==> src/core/pafo_pkg.sv <==
`default_nettype none

package pafo_pkg;

   // port width and fixed pin roles
   localparam int PAFO_PINS      = 8;
   localparam int PAFO_AW        = 8;
   localparam int PIN_CMP_POS    = 1;
   localparam int PIN_CMP_NEG    = 2;
   localparam int PIN_TIMER_CLK  = 4;
   localparam int PIN_TIMER_CMPB = 5;

   // register byte offsets
   localparam logic [7:0] OFS_DIR    = 8'h00;
   localparam logic [7:0] OFS_OUT    = 8'h04;
   localparam logic [7:0] OFS_PULLUP = 8'h08;
   localparam logic [7:0] OFS_PIN    = 8'h0C;
   localparam logic [7:0] OFS_PCMSK  = 8'h10;
   localparam logic [7:0] OFS_CTRL   = 8'h14;
   localparam logic [7:0] OFS_ADIS   = 8'h18;
   localparam logic [7:0] OFS_STAT   = 8'h1C;

   // reset values and field positions
   localparam logic [7:0] RST_REG       = 8'h00;
   localparam logic       RST_GRP0      = 1'b0;
   localparam int         CTRL_GRP0_BIT = 0;
   localparam int         STAT_OE_LSB   = 0;
   localparam int         STAT_PU_LSB   = 8;
   localparam int         STAT_IE_LSB   = 16;

   // sleep controller mode codes
   localparam logic [1:0] SLP_IDLE       = 2'h0;
   localparam logic [1:0] SLP_ADC_NR     = 2'h1;
   localparam logic [1:0] SLP_POWER_DOWN = 2'h2;
   localparam logic [1:0] SLP_STANDBY    = 2'h3;

   // bus responses
   localparam logic [1:0] RESP_OKAY   = 2'h0;
   localparam logic [1:0] RESP_SLVERR = 2'h2;

endpackage : pafo_pkg

`default_nettype wire

==> src/core/pafo_ovr_if.sv <==
`default_nettype none

// per-pin override requests from the alternate-function owners
interface pafo_ovr_if;
   logic [pafo_pkg::PAFO_PINS-1:0] pullup_override_en;
   logic [pafo_pkg::PAFO_PINS-1:0] pullup_override_val;
   logic [pafo_pkg::PAFO_PINS-1:0] direction_override_en;
   logic [pafo_pkg::PAFO_PINS-1:0] direction_override_val;
   logic [pafo_pkg::PAFO_PINS-1:0] port_value_override_en;
   logic [pafo_pkg::PAFO_PINS-1:0] port_value_override_val;
   logic [pafo_pkg::PAFO_PINS-1:0] port_toggle_override_en;
   logic [pafo_pkg::PAFO_PINS-1:0] input_enable_override_en;
   logic [pafo_pkg::PAFO_PINS-1:0] input_enable_override_val;

   modport drive (
      output pullup_override_en, pullup_override_val,
      output direction_override_en, direction_override_val,
      output port_value_override_en, port_value_override_val,
      output port_toggle_override_en,
      output input_enable_override_en, input_enable_override_val
   );

   modport take (
      input pullup_override_en, pullup_override_val,
      input direction_override_en, direction_override_val,
      input port_value_override_en, port_value_override_val,
      input port_toggle_override_en,
      input input_enable_override_en, input_enable_override_val
   );
endinterface : pafo_ovr_if

`default_nettype wire

==> src/core/pafo_ovr_mux.sv <==
`default_nettype none

module pafo_ovr_mux
   import pafo_pkg::*;
(
   pafo_ovr_if.take                  ovr,
   input  wire logic                 aclk,
   input  wire logic                 aresetn,
   input  wire logic [PAFO_PINS-1:0] pin_pullup_bit,
   input  wire logic [PAFO_PINS-1:0] pin_direction_bit,
   input  wire logic [PAFO_PINS-1:0] pin_output_latch,
   input  wire logic                 sleep_clamp,
   output logic      [PAFO_PINS-1:0] pad_pullup_en,
   output logic      [PAFO_PINS-1:0] pad_oe,
   output logic      [PAFO_PINS-1:0] pad_out,
   output logic      [PAFO_PINS-1:0] input_en
);

   // one override cell per pin; purely combinational so an owner's
   // request reaches the pad in the same cycle
   for (genvar i = 0; i < PAFO_PINS; i++)
   begin : g_pin
      // pull-up: override value wins while its enable is high
      assign pad_pullup_en[i] = ovr.pullup_override_en[i] ?
                                ovr.pullup_override_val[i] :
                                pin_pullup_bit[i];
      // output driver enable
      assign pad_oe[i] = ovr.direction_override_en[i] ?
                         ovr.direction_override_val[i] :
                         pin_direction_bit[i];
      // driven level; only meaningful while pad_oe is high
      assign pad_out[i] = ovr.port_value_override_en[i] ?
                          ovr.port_value_override_val[i] :
                          pin_output_latch[i];
      // digital input enable; the clamp applies only without override
      assign input_en[i] = ovr.input_enable_override_en[i] ?
                           ovr.input_enable_override_val[i] :
                           !sleep_clamp;
   end
endmodule : pafo_ovr_mux

`default_nettype wire

==> src/core/pafo_port_a.sv <==
`default_nettype none

module pafo_port_a
   import pafo_pkg::*;
(
   input  wire logic                 aclk,
   input  wire logic                 aresetn,
   // register bus
   input  wire logic                 awvalid,
   output logic                      awready,
   input  wire logic [PAFO_AW-1:0]   awaddr,
   input  wire logic [2:0]           awprot,
   input  wire logic                 wvalid,
   output logic                      wready,
   input  wire logic [31:0]          wdata,
   input  wire logic [3:0]           wstrb,
   output logic                      bvalid,
   input  wire logic                 bready,
   output logic      [1:0]           bresp,
   input  wire logic                 arvalid,
   output logic                      arready,
   input  wire logic [PAFO_AW-1:0]   araddr,
   input  wire logic [2:0]           arprot,
   output logic                      rvalid,
   input  wire logic                 rready,
   output logic      [31:0]          rdata,
   output logic      [1:0]           rresp,
   // pad side
   input  wire logic [PAFO_PINS-1:0] pad_in,
   output logic      [PAFO_PINS-1:0] pad_out,
   output logic      [PAFO_PINS-1:0] pad_oe,
   output logic      [PAFO_PINS-1:0] pad_pullup_en,
   // sleep controller
   input  wire logic                 sleep_active,
   input  wire logic [1:0]           sleep_mode,
   // timer
   input  wire logic                 timer_compare_b_en,
   input  wire logic                 timer_compare_b_out,
   output logic                      timer_ext_count_clock,
   // pin change, analog, comparator
   output logic      [PAFO_PINS-1:0] pin_change_source,
   output logic      [PAFO_PINS-1:0] pin_change_mask,
   output logic                      pin_change_group0_enable,
   output logic      [PAFO_PINS-1:0] analog_pad_link,
   output logic                      comparator_positive_in,
   output logic                      comparator_negative_in,
   output logic      [PAFO_PINS-1:0] alt_func_input_tap
);

   // register state
   logic [PAFO_PINS-1:0] dir_q;      // direction bits
   logic [PAFO_PINS-1:0] out_q;      // output latch
   logic [PAFO_PINS-1:0] pullup_q;   // pull-up bits
   logic [PAFO_PINS-1:0] pcmsk_q;    // pin-change mask
   logic [PAFO_PINS-1:0] adis_q;     // analog digital-input disable
   logic                 grp0_q;     // pin-change group 0 enable
   logic [PAFO_PINS-1:0] sync1_q;    // first synchroniser stage
   logic [PAFO_PINS-1:0] sync2_q;    // synchronised pin level
   // bus state
   logic                 aw_hold_q;  // write address captured
   logic                 w_hold_q;   // write data captured
   logic [PAFO_AW-1:0]   awaddr_q;
   logic [31:0]          wdata_q;
   logic [3:0]           wstrb_q;
   logic                 bvalid_q;
   logic [1:0]           bresp_q;
   logic                 rvalid_q;
   logic [31:0]          rdata_q;
   logic [1:0]           rresp_q;
   logic [31:0]          rd_d;       // read mux
   logic                 rd_hit;
   // derived
   logic                 do_wr;
   logic                 wr_hit;
   logic                 lane0;
   logic                 sleep_clamp;
   logic [PAFO_PINS-1:0] input_en;
   logic [PAFO_PINS-1:0] pc_active;

   pafo_ovr_if ovr ();

   // bus handshakes; address and data may come in either order
   assign awready = !aw_hold_q && !bvalid_q;
   assign wready  = !w_hold_q && !bvalid_q;
   assign arready = !rvalid_q;
   assign bvalid  = bvalid_q;
   assign bresp   = bresp_q;
   assign rvalid  = rvalid_q;
   assign rdata   = rdata_q;
   assign rresp   = rresp_q;
   assign do_wr   = aw_hold_q && w_hold_q && !bvalid_q;
   // registers are 8 bits wide, so only byte lane 0 stores
   assign lane0   = wstrb_q[0];

   // write address capture
   always_ff @(posedge aclk)
   begin
      if (!aresetn)
      begin
         aw_hold_q <= 1'b0;
         awaddr_q  <= '0;
      end
      else if (awvalid && awready)
      begin
         aw_hold_q <= 1'b1;
         awaddr_q  <= awaddr;
      end
      else if (do_wr)
         aw_hold_q <= 1'b0;
   end

   // write data capture
   always_ff @(posedge aclk)
   begin
      if (!aresetn)
      begin
         w_hold_q <= 1'b0;
         wdata_q  <= '0;
         wstrb_q  <= '0;
      end
      else if (wvalid && wready)
      begin
         w_hold_q <= 1'b1;
         wdata_q  <= wdata;
         wstrb_q  <= wstrb;
      end
      else if (do_wr)
         w_hold_q <= 1'b0;
   end

   // unmapped offsets answer with a slave error and store nothing
   always_comb
   begin
      unique case (awaddr_q)
         OFS_DIR, OFS_OUT, OFS_PULLUP, OFS_PIN,
         OFS_PCMSK, OFS_CTRL, OFS_ADIS, OFS_STAT: wr_hit = 1'b1;
         default:                                 wr_hit = 1'b0;
      endcase
   end

   // write response, one cycle after both halves are held
   always_ff @(posedge aclk)
   begin
      if (!aresetn)
      begin
         bvalid_q <= 1'b0;
         bresp_q  <= RESP_OKAY;
      end
      else if (do_wr)
      begin
         bvalid_q <= 1'b1;
         bresp_q  <= wr_hit ? RESP_OKAY : RESP_SLVERR;
      end
      else if (bready)
         bvalid_q <= 1'b0;
   end

   // one strobe per register loads all pins of the port at once
   always_ff @(posedge aclk)
   begin
      if (!aresetn)
      begin
         dir_q    <= RST_REG;
         pullup_q <= RST_REG;
         pcmsk_q  <= RST_REG;
         adis_q   <= RST_REG;
         grp0_q   <= RST_GRP0;
      end
      else if (do_wr && lane0)
      begin
         if (awaddr_q == OFS_DIR)    dir_q    <= wdata_q[PAFO_PINS-1:0];
         if (awaddr_q == OFS_PULLUP) pullup_q <= wdata_q[PAFO_PINS-1:0];
         if (awaddr_q == OFS_PCMSK)  pcmsk_q  <= wdata_q[PAFO_PINS-1:0];
         if (awaddr_q == OFS_ADIS)   adis_q   <= wdata_q[PAFO_PINS-1:0];
         if (awaddr_q == OFS_CTRL)   grp0_q   <= wdata_q[CTRL_GRP0_BIT];
      end
   end

   // output latch: a write of ones to the pin register toggles, and a
   // toggle override inverts the bit on top of any bus write
   always_ff @(posedge aclk)
   begin
      if (!aresetn)
         out_q <= RST_REG;
      else
         out_q <= ((do_wr && lane0 && awaddr_q == OFS_OUT) ?
                   wdata_q[PAFO_PINS-1:0] : out_q)
                  ^ ((do_wr && lane0 && awaddr_q == OFS_PIN) ?
                     wdata_q[PAFO_PINS-1:0] : RST_REG)
                  ^ ovr.port_toggle_override_en;
   end

   // pin level synchroniser; the clamp acts ahead of it, as at the
   // input buffer
   always_ff @(posedge aclk)
   begin
      if (!aresetn)
      begin
         sync1_q <= '0;
         sync2_q <= '0;
      end
      else
      begin
         sync1_q <= pad_in & input_en;
         sync2_q <= sync1_q;
      end
   end

   // read mux; status shows the live pad controls
   always_comb
   begin
      rd_d   = '0;
      rd_hit = 1'b1;
      unique case (araddr)
         OFS_DIR:    rd_d[PAFO_PINS-1:0] = dir_q;
         OFS_OUT:    rd_d[PAFO_PINS-1:0] = out_q;
         OFS_PULLUP: rd_d[PAFO_PINS-1:0] = pullup_q;
         OFS_PIN:    rd_d[PAFO_PINS-1:0] = sync2_q;
         OFS_PCMSK:  rd_d[PAFO_PINS-1:0] = pcmsk_q;
         OFS_CTRL:   rd_d[CTRL_GRP0_BIT] = grp0_q;
         OFS_ADIS:   rd_d[PAFO_PINS-1:0] = adis_q;
         OFS_STAT:
         begin
            rd_d[STAT_OE_LSB +: PAFO_PINS] = pad_oe;
            rd_d[STAT_PU_LSB +: PAFO_PINS] = pad_pullup_en;
            rd_d[STAT_IE_LSB +: PAFO_PINS] = input_en;
         end
         default:    rd_hit = 1'b0;
      endcase
   end

   // read answer one cycle after the address is taken
   always_ff @(posedge aclk)
   begin
      if (!aresetn)
      begin
         rvalid_q <= 1'b0;
         rdata_q  <= '0;
         rresp_q  <= RESP_OKAY;
      end
      else if (arvalid && arready)
      begin
         rvalid_q <= 1'b1;
         rdata_q  <= rd_d;
         rresp_q  <= rd_hit ? RESP_OKAY : RESP_SLVERR;
      end
      else if (rready)
         rvalid_q <= 1'b0;
   end

   // clamp only in the deep sleep modes; idle keeps inputs alive
   assign sleep_clamp = sleep_active &&
      (sleep_mode == SLP_POWER_DOWN || sleep_mode == SLP_STANDBY);

   // owners without a request on this port stay quiet
   assign ovr.pullup_override_en      = '0;
   assign ovr.pullup_override_val     = '0;
   assign ovr.direction_override_en   = '0;
   assign ovr.direction_override_val  = '0;
   assign ovr.port_toggle_override_en = '0;
   // compare B takes the value but not the direction of its pin
   assign ovr.port_value_override_en  =
      PAFO_PINS'(timer_compare_b_en) << PIN_TIMER_CMPB;
   assign ovr.port_value_override_val =
      PAFO_PINS'(timer_compare_b_out) << PIN_TIMER_CMPB;
   // pin-change wake keeps the input alive, even on an analog-disabled pin; analog disable alone kills it
   assign pc_active = pcmsk_q & {PAFO_PINS{grp0_q}};
   assign ovr.input_enable_override_en  = pc_active | adis_q;
   assign ovr.input_enable_override_val = pc_active;

   pafo_ovr_mux u_mux (
      .ovr               (ovr),
      .aclk              (aclk),
      .aresetn           (aresetn),
      .pin_pullup_bit    (pullup_q),
      .pin_direction_bit (dir_q),
      .pin_output_latch  (out_q),
      .sleep_clamp       (sleep_clamp),
      .pad_pullup_en     (pad_pullup_en),
      .pad_oe            (pad_oe),
      .pad_out           (pad_out),
      .input_en          (input_en)
   );

   // raw tap: no synchroniser, receivers that are not clocked by it
   // must add their own
   assign alt_func_input_tap = pad_in & input_en;
   // analog path bypasses every gate and carries the pad level straight out
   assign analog_pad_link    = pad_in;
   assign comparator_positive_in   = pad_in[PIN_CMP_POS];
   assign comparator_negative_in   = pad_in[PIN_CMP_NEG];
   assign timer_ext_count_clock    = alt_func_input_tap[PIN_TIMER_CLK];
   assign pin_change_source        = alt_func_input_tap;
   assign pin_change_mask          = pcmsk_q;
   assign pin_change_group0_enable = grp0_q;
endmodule : pafo_port_a

`default_nettype wire

==> config.mk <==
export PLATFORM = sky130hd
export DESIGN_NAME = pafo_port_a
export DESIGN_NICKNAME = d
export VERILOG_FILES = /design/src/core/pafo_pkg.sv /design/src/core/pafo_ovr_if.sv /design/src/core/pafo_ovr_mux.sv /design/src/core/pafo_port_a.sv
export SDC_FILE = /design/constraint.sdc
export NUM_CORES = 1
export LEC_CHECK = 0
export ABC_CLOCK_PERIOD_IN_PS = 4000
export BUFFER_PORTS_ARGS = -buffer_cell sky130_fd_sc_hd__buf_2
export CORE_MARGIN = 2
export CORE_UTILIZATION = 54
export DETAILED_ROUTE_END_ITERATION = 10
export GPL_ROUTABILITY_DRIVEN = 1
export PLACE_DENSITY = 0.93
export SLEW_MARGIN = 40
export SYNTH_ARGS = -nofsm -noshare
export SYNTH_HDL_FRONTEND = slang
export SYNTH_HIERARCHICAL = 1
export SYNTH_SLANG_ARGS = --single-unit
==> constraint.sdc <==
create_clock -name aclk -period 4 [get_ports aclk]
set_input_delay 0.2 -clock aclk [delete_from_list [all_inputs] [get_ports aclk]]
set_output_delay 0.2 -clock aclk [all_outputs]
set_load 0.1 [all_outputs]
Word-level counts from Yosys, hierarchy flattened
Memories as Yosys holds them, arrays and structs flattened. A register that Yosys moved wholly into a read port is not among the register bits.
Index checks and enable logic that the tools add are counted.
{"block": "op_classes", "eq_ne": 15, "mux": 27, "bitwise_logic": 4, "reduce_logical": 31}
{"op": "equality test 8 x 5 -> 1 bit, second input constant", "n": 7}
{"op": "one-hot mux 7 bit (6 select lines)", "n": 1}
{"op": "equality test 8 x 4 -> 1 bit, second input constant", "n": 4}
{"op": "2-to-1 mux 1 bit", "n": 18}
{"op": "AND 8 bit", "n": 2}
{"op": "equality test 8 x 3 -> 1 bit, second input constant", "n": 2}
{"op": "zero test 8 bit", "n": 2}
{"op": "2-to-1 mux 16 bit", "n": 1}
{"op": "2-to-1 mux 8 bit", "n": 2}
{"op": "logical AND 1 bit", "n": 11}
{"op": "2-to-1 mux 5 bit", "n": 2}
{"op": "AND reduction 2 bit", "n": 5}
{"op": "OR 8 bit", "n": 1}
{"op": "nonzero test 2 bit", "n": 4}
{"op": "OR reduction 8 bit", "n": 1}
{"op": "bitwise XOR 8 bit", "n": 1}
{"op": "one-hot mux 1 bit (7 select lines)", "n": 1}
{"op": "zero test 1 bit", "n": 5}
{"op": "equality test 2 bit, second input constant", "n": 2}
{"op": "2-to-1 mux 2 bit", "n": 2}
{"op": "zero test 3 bit", "n": 1}
{"op": "OR reduction 2 bit", "n": 1}
{"op": "logical OR 1 bit", "n": 1}
{"block": "word_totals", "regBits": 106, "mem_bits_ro": 32, "inputBits": 78, "out_inout_bits": 101, "elab_cells": 96, "memories": 1}
{"name": "(name not given)", "words": 32, "word_bits": 1, "read_ports": 1, "rd_clocked_by_memory_dff": 1, "write_ports": 0, "line": "pafo_port_a.sv:134", "rtl": "unique case (awaddr_q)"}

Longest topological paths before layout
{"block": "depth", "ltp_word": 6, "mapped_depth": 7, "depth_no_buf": 6}

By module
The synthesis kept the hierarchy.
{"mod": "pafo_port_a", "instances": 1, "cells_per_inst": 514, "area_per_inst_um2": 4754.6, "seq_area_each_um2": 2102.0}
{"mod": "pafo_ovr_mux", "instances": 1, "cells_per_inst": 40, "area_per_inst_um2": 430.4, "seq_area_each_um2": 0.0}

Least setup slack after synthesis
No wires, ideal clock.
{"block": "synth_timing", "path_type": "flip-flop to output port", "from": "register grp0_q (netlist: pin_change_group0_enable)", "to": "output port alt_func_input_tap[4]", "arrival_ps": 2767, "t_required_ps": 3800, "slack_ps": 1033, "stages_incl_launch_ff": 7, "path_buffers": 1, "path_cell_list": "dfxtp_1 > and2_1 > or2_2 > nand2_1 > o21ai_0 > and2_1 > buf_4"}
{"block": "synth_via", "elab_chain_len": 4}
{"item": "start, declared", "line": "pafo_port_a.sv:56", "rtl": "logic grp0_q;"}
{"item": "start signal, assigned", "line": "pafo_port_a.sv:175", "rtl": "if (awaddr_q == OFS_CTRL) grp0_q <= wdata_q[CTRL_GRP0_BIT];"}
{"item": "AND 8 bit", "line": "pafo_port_a.sv:267", "rtl": "assign pc_active = pcmsk_q & {PAFO_PINS{grp0_q}};"}
{"item": "net ovr.input_enable_override_val, one bit", "line": "pafo_ovr_if.sv:13", "rtl": "logic [pafo_pkg::PAFO_PINS-1:0] input_enable_override_val;"}
{"item": "OR 8 bit", "line": "pafo_port_a.sv:268", "rtl": "assign ovr.input_enable_override_en = pc_active | adis_q;"}
{"item": "net ovr.input_enable_override_en, one bit", "line": "pafo_ovr_if.sv:12", "rtl": "logic [pafo_pkg::PAFO_PINS-1:0] input_enable_override_en;"}
{"item": "2-to-1 mux 1 bit", "line": "pafo_ovr_mux.sv:36", "rtl": "assign input_en[i] = ovr.input_enable_override_en[i] ?"}
{"item": "net input_en[4]", "line": "pafo_port_a.sv:77", "rtl": "logic [PAFO_PINS-1:0] input_en;"}
{"item": "AND 8 bit", "line": "pafo_port_a.sv:287", "rtl": "assign alt_func_input_tap = pad_in & input_en;"}
{"item": "end, declared", "line": "pafo_port_a.sv:47", "rtl": "output logic [PAFO_PINS-1:0] alt_func_input_tap"}
The timed path passes the listed nets, and every way through them passes these cells.

Worst setup path in the final report
{"block": "layout_timing", "from": "register grp0_q (netlist: pin_change_group0_enable)", "to": "output port alt_func_input_tap[5]"}
The elaborated chain is that of the path after synthesis.

==> flow_summary.toml <==
[placed_design]
dpl.hpwl_um = 9540
place_congestion = 0.895
io_buffers = 134

[worst_setup_path]
arrival_ns = 2.42
reg2reg_depth = 6
start_kind = "register"
path_class = "reg -> out"
reg2reg_slack_ns = 1.80
cp_data_required_time_ns = 3.80
setup.worst_path.end_class = "output pin"
crit_fanout = 11

[yosys]
seq_area_frac_synth_pct = 40.5
ys.flop_type = "dfxtp_1"
netlist_area_um2 = 5180
netlist.area_leader.share_pct = 40.5
yosysWarningCount = 6
synth_edf_count = 0
syn_avg_cell_area_um2 = 9.36
synthCells = 554
synth_most_common_cell = "dfxtp_1"
ys_ff_latch = 105
async_reset_ff_share_pct = 0
yosysUniqueCellTypes = 42
synth_area_leaders = "dfxtp_1 (41%), mux2i_1 (7.7%), mux2_4 (6.9%)"
synth_top_cell_by_area = "dfxtp_1"
synth_common_cells = "dfxtp_1 (105), nand2_1 (92), nor2b_1 (43), mux2i_1 (40), buf_4 (29)"

[routing]
wire_per_inst_um = 16.0
drc_errors = 0
initialDrtViolationCount = 246
drt-total-wl_um = 13300
ant_nets = 0
first_pass_iters = 5
drt-vias-per-instance = 5.41
vias = 4508

[pwr]
peakVddDrop_mv = 0.290
powerDensity_nw_per_um2 = 387
p_comb_share_pct = 21.8
p_leak_nw = 2.84
internal_power_mw = 1.56
power_switching_mw = 0.818
seq_power_share_pct = 46.0
clkPwrFrac_pct = 32.2
fin_total_pwr_mw = 2.38
swShare_pct = 34.4

[status]
outcome = "completed"

[grt]
antenna_found_initial = 0
grt_first_pass_wirelength_um = 20600
grt_pass1_vias = 4177
grt_max_degree = 60
track_usage_pct = 25.5
grt_overflow = 0

[flow_run]
maxCapViolCount = 0

[die]
die_h_um = 102
dieWidth_um = 102
core_region_area_um2 = 9280
io_pins = 179
start_util_pct = 55.8
core.rowCount = 35
dieArea_um2 = 10400

[final_layout]
syn_to_final_growth_pct = 18.8
drive_gt1_share_pct = 28.3
n_antenna_cell = 0
fin_nets = 777

[clock_network]
cts_root_buf = "clkbuf_8"
cts_made_buffers = 9
postCtsHoldBufs = 0
cts_sinks = 105
clkTransAtPathRegs_ns = 0.10
cts_tree = "built"
clkLatencyLatePin_ns = 0.38
cts.path.max_buffers = 2
cts_resized = 0
cts_setup_buffers = 0
cts-htree-levels = 3

[min_path]
min_path_type = "in -> reg"
holdPathStages = 3

[timing]
slew_violations = 0
tightest_slew_ns = 0.756
setup_viol = 0
hold_viol = 0
period_share_pct = 65.5
relSlewSlack_pct = 49.6
whs_ns = 0.0620
fin_crit_ns = 2.62
max_freq_mhz = 382
rsz0062_at_grt = "no"
finalSetupTns_ns = 0
finalClockSkew_ns = 0.00857
## registers in the layout, indices dropped and copies added (netlist names), 8 cells and up, named ones only
signal / count
rdata: 24
pullup_q: 8
sync2_q: 8
sync1_q: 8
wdata_q: 8
adis_q: 8
pin_change_mask: 8
out_q: 8
dir_q: 8
awaddr_q: 8
## layout by cell type (no fill, tap or decap), types with 13 or more instances in the layout
master / Yosys / layout
nand3_1: 13 / 13
mux2_4: 24 / 24
nor2b_1: 43 / 43
a21boi_0: 28 / 28
mux2i_1: 40 / 40
dfxtp_1: 105 / 105
buf_2: 2 / 134
a22oi_1: 22 / 22
conb_1: 1 / 56
and2_1: 28 / 28
nand2_1: 92 / 92
o21ai_0: 28 / 28
## metrics by stage
step	util, %	instances	area (um2)	setup slack [ns]
4_1_cts	66.2	833	6150	1.43
5_1_grt	66.4	833	6160	1.26
3_5_place_dp	63.7	817	5910	1.83
6_report	66.4	833	6160	1.38
3_3_place_gp	63.7	817	5910	1.93
2_1_floorplan	-	609	5390	1.03
## final timing paths
kind / start / to
hold / removal: awaddr[4] / awaddr_q[4]$_SDFFE_PN0N_
setup / recovery: pin_change_group0_enable$_SDFFE_PN0P_ / alt_func_input_tap[5]
setup reg to reg: rvalid$_SDFFE_PN0P_ / rdata[22]$_SDFFE_PN0P_
hold reg to reg: register / bresp[1]$_SDFFE_PN0P_
## cells by family (layout without fill, tap and decap cells)
kind of cell	after synthesis	after routing	share of synthesized area, %
AOI/OAI and AO/OA	94	94	12.5
buffers and inverters	60	155	6.49
DFF	105	105	40.5
muxes	73	73	18.1
other	1	56	0.0723
and+or+nand+nor	221	221	22.3
## cell type report
class | instances | area [um2]
clock inverter | 5 | 85.1
timing repair buffer | 136 | 686
fill | 759 | 3120
tap | 129 | 161
multi-input combinational | 444 | 2960
clock buffer | 11 | 151
inverter | 3 | 11.3
sequential | 105 | 2100
## routing by layer
layer / GRT usage (%) / share of wire (%)
met1: 31.4 / 39
met5: 0 / 0
met2: 43.6 / 51
met3: 5.88 / 8.0
met4: 9.44 / 2.3
## power by group through the flow
stage / clock network [mW] / registers (mW) / logic (mW)
final: 0.766 / 1.10 / 0.519
after global routing: 0.809 / 1.10 / 0.544
after CTS: 0.768 / 1.10 / 0.517
after detailed placement: 0 / 1.12 / 0.515
after global placement: 0 / 1.12 / 0.507
after floorplan: 0 / 1.13 / 0.444
## worst max-delay path: stages (launching register included)
cell,delay [ns]
dfxtp_1,0.46
and2_1,0.22
or2_2,0.28
o21ai_0,0.42
and2_1,0.22
buf_2,0.43
No activity file was read; power rests on OpenSTA's default activity.
